<file path="src/rtl/prm_pkg.sv">
// package for the peripheral pin remap block: register map, route codes, carriers
package prm_pkg;

  localparam int unsigned NUM_PINS     = 32;
  localparam int unsigned NUM_INPUTS   = 8;
  localparam int unsigned GRP_PINS     = 8;
  localparam int unsigned ADDR_W       = 12;
  localparam int unsigned DATA_W       = 32;
  localparam int unsigned SEL_W        = 4;

  // byte addresses
  localparam logic [11:0] OUT_ROUTE_BASE = 12'h000;
  localparam logic [11:0] IN_ROUTE_BASE  = 12'h080;
  localparam logic [11:0] LOCK_ADDR      = 12'h0a0;
  localparam logic [11:0] OWN_STAT_ADDR  = 12'h0a4;

  // lock register fields
  localparam int unsigned LOCK_SET_BIT   = 0;
  localparam int unsigned KEY_LSB        = 16;
  localparam logic [15:0] UNLOCK_KEY     = 16'h5a3c;

  localparam logic [3:0]  ROUTE_RESET    = 4'h0;
  localparam logic        LOCK_RESET     = 1'b0;

  // output route codes per pin group
  localparam logic [3:0]  CODE_NC        = 4'h0;
  localparam logic [3:0]  G0_UART_A_TX   = 4'h1;
  localparam logic [3:0]  G0_UART_B_RTS  = 4'h2;
  localparam logic [3:0]  G0_SPI_A_SS    = 4'h3;
  localparam logic [3:0]  G0_CMP_B_OUT   = 4'h7;
  localparam logic [3:0]  G1_SPI_A_SDO   = 4'h3;
  localparam logic [3:0]  G1_SPI_B_SDO   = 4'h4;
  localparam logic [3:0]  G1_OC_B        = 4'h5;
  localparam logic [3:0]  G2_SPI_A_SDO   = 4'h3;
  localparam logic [3:0]  G2_SPI_B_SDO   = 4'h4;
  localparam logic [3:0]  G2_OC_D        = 4'h5;
  localparam logic [3:0]  G3_SPI_B_SS    = 4'h4;
  localparam logic [3:0]  G3_OC_C        = 4'h5;

  // input route codes above this pick no pin
  localparam logic [3:0]  IN_CODE_MAX    = 4'h7;

  localparam logic [1:0]  RESP_OKAY      = 2'b00;
  localparam logic [1:0]  RESP_SLVERR    = 2'b10;

  typedef struct packed {
    logic uart_a_transmit;
    logic uart_b_request_to_send;
    logic spi_a_slave_select;
    logic comparator_b_output;
    logic spi_a_data_out;
    logic spi_b_data_out;
    logic compare_out_ch_b;
    logic compare_out_ch_c;
    logic compare_out_ch_d;
    logic spi_b_slave_select;
  } prm_pout_s;

  // element order runs from input route register index 7 down to 0
  typedef struct packed {
    logic timer_c_clock;
    logic capture_ch_b;
    logic change_notify_b;
    logic spi_b_slave_select_in;
    logic spi_b_data_in;
    logic spi_a_data_in;
    logic uart_b_receive;
    logic uart_a_receive;
  } prm_pin_s;

endpackage

</file>
<file path="src/rtl/prm_remap.sv">
// peripheral pin remap block with an axi4-lite register slave
`timescale 1ns/1ps

// Behaviour
// - routing acts only on 32 remappable pins, digital peripherals only
// - input routes and output routes live in separate register sets
// - input field value selects remappable pin of that number for the peripheral; here input k takes pin (k mod 4)*8 + value for values 0-7
// - per-pin 4-bit output field; code 0000 leaves pin unconnected
// - group 0: 0001 uart a transmit, 0010 uart b rts, 0011 spi a select
// - group 0: 0111 comparator b output; 0100-0110 and 1000-1111 reserved
// - group 1: 0011/0100 spi a/b data, 0101 compare channel b
// - group 2: 0011/0100 spi a/b data, 0101 compare channel d
// - group 3: 0100 spi b select, 0101 compare channel c
// - remappable peripheral reaches no pin until software assigns one; here only outputs: inputs reset to code 0 and read pin (k mod 4)*8
// - fixed peripheral drives its default pin when active and unconflicted
// - active remapped peripheral owns pin over every other digital function
// - analog function on a pin always beats a remapped peripheral
// - two-wire serial bus is never offered through the routing
// - modules with analog inputs are never routable
// - hardware protects the mapping against spurious writes once set
module prm_remap
  import prm_pkg::*;
(
  input  wire logic                aclk,
  input  wire logic                aresetn,
  input  wire logic [ADDR_W-1:0]   awaddr,
  input  wire logic                awvalid,
  output logic                     awready,
  input  wire logic [DATA_W-1:0]   wdata,
  input  wire logic [3:0]          wstrb,
  input  wire logic                wvalid,
  output logic                     wready,
  output logic [1:0]               bresp,
  output logic                     bvalid,
  input  wire logic                bready,
  input  wire logic [ADDR_W-1:0]   araddr,
  input  wire logic                arvalid,
  output logic                     arready,
  output logic [DATA_W-1:0]        rdata,
  output logic [1:0]               rresp,
  output logic                     rvalid,
  input  wire logic                rready,
  input  wire prm_pout_s           periph_out,
  input  wire prm_pout_s           periph_act,
  output prm_pin_s                 periph_in,
  input  wire logic [NUM_PINS-1:0] pin_in,
  input  wire logic [NUM_PINS-1:0] analog_en,
  input  wire logic [NUM_PINS-1:0] dflt_out,
  input  wire logic [NUM_PINS-1:0] dflt_oe,
  output logic [NUM_PINS-1:0]      pin_out,
  output logic [NUM_PINS-1:0]      pin_oe,
  output logic [NUM_PINS-1:0]      remap_own
);

  // register state
  logic [NUM_PINS-1:0][SEL_W-1:0]   out_route_r, out_route_nxt;
  logic [NUM_INPUTS-1:0][SEL_W-1:0] in_route_r, in_route_nxt;
  logic                             lock_r, lock_nxt;

  // bus state
  logic                aw_have_r, aw_have_nxt;
  logic [ADDR_W-1:0]   aw_addr_r, aw_addr_nxt;
  logic                w_have_r, w_have_nxt;
  logic [DATA_W-1:0]   w_data_r, w_data_nxt;
  logic [3:0]          w_strb_r, w_strb_nxt;
  logic                bvalid_r, bvalid_nxt;
  logic [1:0]          bresp_r, bresp_nxt;
  logic                rvalid_r, rvalid_nxt;
  logic [DATA_W-1:0]   rdata_r, rdata_nxt;
  logic [1:0]          rresp_r, rresp_nxt;

  // pin state
  logic [NUM_PINS-1:0] pin_out_r, pin_out_nxt;
  logic [NUM_PINS-1:0] pin_oe_r, pin_oe_nxt;
  logic [NUM_PINS-1:0] own_r, own_nxt;
  logic [NUM_INPUTS-1:0] pin_in_vec_r, pin_in_vec_nxt;

  logic                aw_now, w_now, do_write;
  logic [ADDR_W-1:0]   wr_addr;
  logic [DATA_W-1:0]   wr_data;
  logic [3:0]          wr_strb;
  logic                wr_is_out, wr_is_in, wr_is_route;

  function automatic logic is_out_addr(input logic [ADDR_W-1:0] a);
    return a[11:7] == OUT_ROUTE_BASE[11:7];
  endfunction

  function automatic logic is_in_addr(input logic [ADDR_W-1:0] a);
    return a[11:5] == IN_ROUTE_BASE[11:5];
  endfunction

  // returns {owned, data}; only these peripherals exist in the table
  function automatic logic [1:0] route_out(input logic [1:0]  grp,
                                           input logic [3:0]  code,
                                           input prm_pout_s   d,
                                           input prm_pout_s   a);
    logic [1:0] r;
    r = 2'b00;
    case (grp)
      2'd0: begin
        case (code)
          G0_UART_A_TX:  r = {a.uart_a_transmit, d.uart_a_transmit};
          G0_UART_B_RTS: r = {a.uart_b_request_to_send, d.uart_b_request_to_send};
          G0_SPI_A_SS:   r = {a.spi_a_slave_select, d.spi_a_slave_select};
          G0_CMP_B_OUT:  r = {a.comparator_b_output, d.comparator_b_output};
          default:       r = 2'b00;
        endcase
      end
      2'd1: begin
        case (code)
          G1_SPI_A_SDO:  r = {a.spi_a_data_out, d.spi_a_data_out};
          G1_SPI_B_SDO:  r = {a.spi_b_data_out, d.spi_b_data_out};
          G1_OC_B:       r = {a.compare_out_ch_b, d.compare_out_ch_b};
          default:       r = 2'b00;
        endcase
      end
      2'd2: begin
        case (code)
          G2_SPI_A_SDO:  r = {a.spi_a_data_out, d.spi_a_data_out};
          G2_SPI_B_SDO:  r = {a.spi_b_data_out, d.spi_b_data_out};
          G2_OC_D:       r = {a.compare_out_ch_d, d.compare_out_ch_d};
          default:       r = 2'b00;
        endcase
      end
      default: begin
        case (code)
          G3_SPI_B_SS:   r = {a.spi_b_slave_select, d.spi_b_slave_select};
          G3_OC_C:       r = {a.compare_out_ch_c, d.compare_out_ch_c};
          default:       r = 2'b00;
        endcase
      end
    endcase
    return {r[1], r[1] & r[0]};
  endfunction

  // write channel: address and data accepted in either order
  assign awready = !aw_have_r && !bvalid_r;
  assign wready  = !w_have_r && !bvalid_r;
  assign bvalid  = bvalid_r;
  assign bresp   = bresp_r;
  assign arready = !rvalid_r;
  assign rvalid  = rvalid_r;
  assign rdata   = rdata_r;
  assign rresp   = rresp_r;

  assign aw_now      = aw_have_r || (awvalid && awready);
  assign w_now       = w_have_r || (wvalid && wready);
  assign do_write    = aw_now && w_now && !bvalid_r;
  assign wr_addr     = aw_have_r ? aw_addr_r : awaddr;
  assign wr_data     = w_have_r ? w_data_r : wdata;
  assign wr_strb     = w_have_r ? w_strb_r : wstrb;
  assign wr_is_out   = is_out_addr(wr_addr);
  assign wr_is_in    = is_in_addr(wr_addr);
  assign wr_is_route = wr_is_out || wr_is_in;

  always_comb begin
    aw_have_nxt   = aw_have_r;
    aw_addr_nxt   = aw_addr_r;
    w_have_nxt    = w_have_r;
    w_data_nxt    = w_data_r;
    w_strb_nxt    = w_strb_r;
    bvalid_nxt    = bvalid_r;
    bresp_nxt     = bresp_r;
    out_route_nxt = out_route_r;
    in_route_nxt  = in_route_r;
    lock_nxt      = lock_r;
    if (awvalid && awready) begin
      aw_have_nxt = 1'b1;
      aw_addr_nxt = awaddr;
    end
    if (wvalid && wready) begin
      w_have_nxt = 1'b1;
      w_data_nxt = wdata;
      w_strb_nxt = wstrb;
    end
    if (bvalid_r && bready) begin
      bvalid_nxt = 1'b0;
    end
    if (do_write) begin
      aw_have_nxt = 1'b0;
      w_have_nxt  = 1'b0;
      bvalid_nxt  = 1'b1;
      bresp_nxt   = RESP_OKAY;
      if (wr_is_route) begin
        if (lock_r) begin
          bresp_nxt = RESP_SLVERR;
        end else if (wr_strb[0] && wr_is_out) begin
          out_route_nxt[wr_addr[6:2]] = wr_data[SEL_W-1:0];
        end else if (wr_strb[0]) begin
          in_route_nxt[wr_addr[4:2]] = wr_data[SEL_W-1:0];
        end
      end else if (wr_addr[11:2] == LOCK_ADDR[11:2]) begin
        // set freely, clear only with the key in the upper half
        if (wr_strb[0] && wr_data[LOCK_SET_BIT]) begin
          lock_nxt = 1'b1;
        end else if (wr_strb[0] && wr_data[DATA_W-1:KEY_LSB] == UNLOCK_KEY) begin
          lock_nxt = 1'b0;
        end
      end else begin
        bresp_nxt = RESP_SLVERR;
      end
    end
  end

  // read channel
  always_comb begin
    rvalid_nxt = rvalid_r;
    rdata_nxt  = rdata_r;
    rresp_nxt  = rresp_r;
    if (rvalid_r && rready) begin
      rvalid_nxt = 1'b0;
    end
    if (arvalid && arready) begin
      rvalid_nxt = 1'b1;
      rresp_nxt  = RESP_OKAY;
      rdata_nxt  = '0;
      if (is_out_addr(araddr)) begin
        rdata_nxt[SEL_W-1:0] = out_route_r[araddr[6:2]];
      end else if (is_in_addr(araddr)) begin
        rdata_nxt[SEL_W-1:0] = in_route_r[araddr[4:2]];
      end else if (araddr[11:2] == LOCK_ADDR[11:2]) begin
        rdata_nxt[LOCK_SET_BIT] = lock_r;
      end else if (araddr[11:2] == OWN_STAT_ADDR[11:2]) begin
        rdata_nxt = own_r;
      end else begin
        rresp_nxt = RESP_SLVERR;
      end
    end
  end

  // output side: one mux per remappable pin
  for (genvar p = 0; p < NUM_PINS; p++) begin : g_pin
    logic [1:0] sel;
    assign sel = route_out(2'(p / GRP_PINS), out_route_r[p], periph_out, periph_act);
    always_comb begin
      if (analog_en[p]) begin
        own_nxt[p]     = 1'b0;
        pin_oe_nxt[p]  = 1'b0;
        pin_out_nxt[p] = 1'b0;
      end else if (sel[1]) begin
        own_nxt[p]     = 1'b1;
        pin_oe_nxt[p]  = 1'b1;
        pin_out_nxt[p] = sel[0];
      end else begin
        own_nxt[p]     = 1'b0;
        pin_oe_nxt[p]  = dflt_oe[p];
        pin_out_nxt[p] = dflt_out[p];
      end
    end
  end

  // input side: input k picks pin {k mod 4, code} while code is in range
  for (genvar k = 0; k < NUM_INPUTS; k++) begin : g_in
    logic [4:0] idx;
    assign idx = {2'(k % 4), in_route_r[k][2:0]};
    always_comb begin
      if (in_route_r[k] <= IN_CODE_MAX) begin
        pin_in_vec_nxt[k] = pin_in[idx] && !analog_en[idx];
      end else begin
        pin_in_vec_nxt[k] = 1'b0;
      end
    end
  end

  assign periph_in = prm_pin_s'(pin_in_vec_r);
  assign pin_out   = pin_out_r;
  assign pin_oe    = pin_oe_r;
  assign remap_own = own_r;

  always_ff @(posedge aclk) begin
    if (!aresetn) begin
      aw_have_r    <= 1'b0;
      aw_addr_r    <= '0;
      w_have_r     <= 1'b0;
      w_data_r     <= '0;
      w_strb_r     <= '0;
      bvalid_r     <= 1'b0;
      bresp_r      <= RESP_OKAY;
      rvalid_r     <= 1'b0;
      rdata_r      <= '0;
      rresp_r      <= RESP_OKAY;
      out_route_r  <= {NUM_PINS{ROUTE_RESET}};
      in_route_r   <= {NUM_INPUTS{ROUTE_RESET}};
      lock_r       <= LOCK_RESET;
      pin_out_r    <= '0;
      pin_oe_r     <= '0;
      own_r        <= '0;
      pin_in_vec_r <= '0;
    end else begin
      aw_have_r    <= aw_have_nxt;
      aw_addr_r    <= aw_addr_nxt;
      w_have_r     <= w_have_nxt;
      w_data_r     <= w_data_nxt;
      w_strb_r     <= w_strb_nxt;
      bvalid_r     <= bvalid_nxt;
      bresp_r      <= bresp_nxt;
      rvalid_r     <= rvalid_nxt;
      rdata_r      <= rdata_nxt;
      rresp_r      <= rresp_nxt;
      out_route_r  <= out_route_nxt;
      in_route_r   <= in_route_nxt;
      lock_r       <= lock_nxt;
      pin_out_r    <= pin_out_nxt;
      pin_oe_r     <= pin_oe_nxt;
      own_r        <= own_nxt;
      pin_in_vec_r <= pin_in_vec_nxt;
    end
  end
endmodule

</file>
<file path="config.mk">
export PLATFORM = sky130hd
export DESIGN_NAME = prm_remap
export DESIGN_NICKNAME = d
export VERILOG_FILES = /design/src/rtl/prm_pkg.sv /design/src/rtl/prm_remap.sv
export SDC_FILE = /design/constraint.sdc
export NUM_CORES = 1
export LEC_CHECK = 0
export BUFFER_PORTS_ARGS = -buffer_cell sky130_fd_sc_hd__buf_4
export CORE_UTILIZATION = 35
export DETAILED_ROUTE_END_ITERATION = 10
export GPL_ROUTABILITY_DRIVEN = 0
export SYNTH_ARGS = -nofsm -noshare
export SYNTH_HDL_FRONTEND = slang
export SYNTH_SLANG_ARGS = --single-unit
</file>
<file path="constraint.sdc">
create_clock -name aclk -period 2.4 [get_ports aclk]
set_input_delay 0.12 -clock aclk [delete_from_list [all_inputs] [get_ports aclk]]
set_output_delay 0.12 -clock aclk [all_outputs]
set_load 0.01 [all_outputs]
</file>
==> results.ini <==
[routing]
drc = 0
wl_per_cell_um = 19.4
wl_um = 56500
via_count = 15000
firstDrtPassIters = 5
drtIter0Drc = 928
postRouteAntennaNets = 0
via_per_inst = 5.14

[synthesis]
synth_compound_area_share_pct = 11.9
syn_avg_cell_area_um2 = 9.30
muxShareOfSynthArea_pct = 20.8
synthesis.instances = 1733
ys_async_sr_fraction_pct = 0
synth-xor-area-share_pct = 0
synth_edf_count = 0
synth-simple-area-share_pct = 23.0
yosysWarnings = 0
synth_top_family_by_area = simple AND/OR/NAND/NOR gates
synthFlopType = dfxtp_1
synthAdderAreaFrac_pct = 0
seq_area_frac_synth_pct = 41.5
synth_seq_cells = 334
ys_types = 55
syn_area_um2 = 16100

[setup_path]
crit_fanout = 8
crit_type = flip-flop to flip-flop
critPathRequiredTime_ns = 2.91
worstPathArrival_ns = 2.74
cp_common_cell = a21oi_1
slowest_delay_ns = 0.56
crit_chain = mux2_2 > a22o_1 > a21oi_1 > or2_2 > nand2_1 > a21oi_1 > dlygate4sd3_1
end_kind = flip-flop
path_buf_inv = 1
startpoint_type = flip-flop
critical_path.top_delay_family = buffers and inverters
cp_slowest_cell = dlygate4sd3_1

[grt]
grt_overflow = 0
antenna_found_initial = 5
grt_pass1_wl_um = 85700
grt_usage_pct = 23.6
grt_pass1_vias = 15100
grt_max_degree = 70

[pwr]
power_density_nw_per_um2 = 586
ir_drop_v = 0.000524
leakagePower_nw = 9.20

[clocking]
cts_tree = done
clock-sinks = 334
cts_max_level = 2
clock_path_buffers = 3
cts_resized = 0
cts_buffers = 41
post_cts_buffers = 0
clkLatencyLatePin_ns = 0.57
cts.clk_slew.worst_paths_ns = 0.06
cts_root_buf = clkbuf_16

[sta]
rsz0062_at_grt = no
final_hold_viol_count = 0
skew_ns = 0.0256
timing.slew.headroom_pct = 50.9
fmax_mhz = 447
slew_viol_final = 0
holdWs_ns = 0.0151
setup_viol = 0
tightest_slew_ns = 0.732
finalSetupTns_ns = 0
min_period_ns = 2.24
layout_setup_ws_ns = 0.165
finalCritPeriodShare_pct = 93.1

[floorplan]
die_w_um = 217
die_h_um = 217
placementRows = 78
start_util_pct = 35.5
core_area_um2 = 45400
ios = 360
dieArea_um2 = 46900

[cells_and_area]
stdcell_count = 2910
drive_gt1_share_pct = 24.4
area_growth_pct = 42.6
final_nets = 2491
seq_area_um2 = 6690
multi_input_area_um2 = 9010
fillers = 4106

[placed_design]
port_buffers = 338
hpwl_um = 39800
place_ws_ns = 0.195
dp_cells = 2615

[run]
drv_cap = 0

[status]
status = finished clean

[min_path]
holdCritPathClass = primary input to flip-flop

-- synth_stat cells (3+ instances only) --
| master | instances | share of area [%] |
|---|---|---|
| or2_2 | 4 | 0.16 |
| nor3b_1 | 12 | 0.56 |
| o21ai_0 | 14 | 0.43 |
| mux2_2 | 18 | 1.3 |
| nor2_4 | 31 | 2.2 |
| buf_1 | 3 | 0.070 |
| a21oi_1 | 66 | 2.0 |
| nor2_1 | 164 | 3.8 |
| nor3_1 | 20 | 0.62 |
| inv_1 | 12 | 0.28 |
| nand3_1 | 22 | 0.68 |
| nor2b_1 | 100 | 3.9 |
| a21boi_0 | 31 | 1.4 |
| a22oi_1 | 59 | 2.7 |
| nand2b_1 | 52 | 2.0 |
| nor4_1 | 4 | 0.16 |
| a211oi_1 | 39 | 1.8 |
| a22o_1 | 42 | 2.3 |
| mux2i_1 | 203 | 13 |
| nand2_4 | 4 | 0.28 |
| clkbuf_1 | 86 | 2.0 |
| nand3b_1 | 5 | 0.23 |
| dfxtp_1 | 334 | 41 |
| mux4_2 | 50 | 7.0 |
| nor4bb_1 | 9 | 0.56 |
| buf_2 | 8 | 0.25 |
| nand4_1 | 5 | 0.19 |
| nand2_1 | 296 | 6.9 |
-- worst reg2reg max path, cell delays in order (launching register included) --
cell,delay [ns]
dfxtp_1,0.49
mux2_2,0.38
a22o_1,0.23
a21oi_1,0.16
or2_2,0.16
nand2_1,0.05
a21oi_1,0.15
dlygate4sd3_1,0.56
-- state kept, by name (all words and copies together) (netlist names), 8 cells and up --
name / flops
aw_addr_r: 10
g_in.idx: 24
in_route_r: 8
out_route_r: 128
periph_in: 8
pin_oe: 32
pin_out: 32
rdata: 32
remap_own: 32
w_data_r: 20
-- timing repair --
item | 4_1_cts | 5_1_grt
setup endpoints to repair | 0 | 0
hold buffers | 218 | 0
endpoints found under the hold margin | 135 | 0
-- cell type report --
class                   instances  share of cell area, %
inverters                      13                  0.212
diodes                          4                 0.0435
multi-input cells            1288                   39.2
clock buffers                  63                   5.49
clock inverters                10                  0.359
repair buffers                598                   22.4
well taps                     600                   3.27
flip-flops and latches        334                   29.1
-- cells by family after synthesis --
family,count (synthesis)
and+or+nand+nor,744
DFF,334
AOI/OAI and AO/OA,271
muxes,271
buffers and inverters,112
other,1
-- final timing paths --
kind	slack (ns)	to	cells after the start	from
worst min-delay path	0.02	pin_oe[7]	3	analog_en[7]
worst max-delay path	0.16	pin_out[0]	7	out_route_r[2]
worst min register to register	0.46	aw_addr_r[11]	2	aw_addr_r[11]
worst max register to register	0.16	pin_out[0]	7	out_route_r[2]
-- where the power goes --
part	switching, mW	internal (mW)
Clock	2.47	3.72
Sequential	0.0534	5.65
Combinational	0.805	0.775
Total	3.33	10.1
-- cell usage in the layout (no fill, tap or decap), types with 51 or more instances in the layout --
master and n:
a21oi_1 66, dfxtp_1 334, buf_4 371, nand2b_1 51, dlygate4sd3_1 218, mux2i_1 203, a22oi_1 59, nand2_1 296
nor2b_1 100, nor2_1 164
-- per-layer routing --
metal	track usage [%]	wire [um]	vias to the layer above	part of all wire, %
met2	41.1	27500	466	49
met4	7.63	1530	2	2.7
met3	5.14	3480	89	6.2
met1	28.9	24000	7220	43
met5	0	10	-	0.018
li1	-	-	7193	-
-- through the flow --
stage | area (um2) | util, % | power (mW)
finish | 23000 | 50.7 | 13.5
global route | 23000 | 50.6 | 14.0
CTS | 23000 | 50.6 | 13.6
detailed placement | 19500 | 42.9 | 7.15
global placement | 19500 | 42.9 | 7.13
floorplan | 16100 | - | 6.46
(Power assumes the default switching activity.)
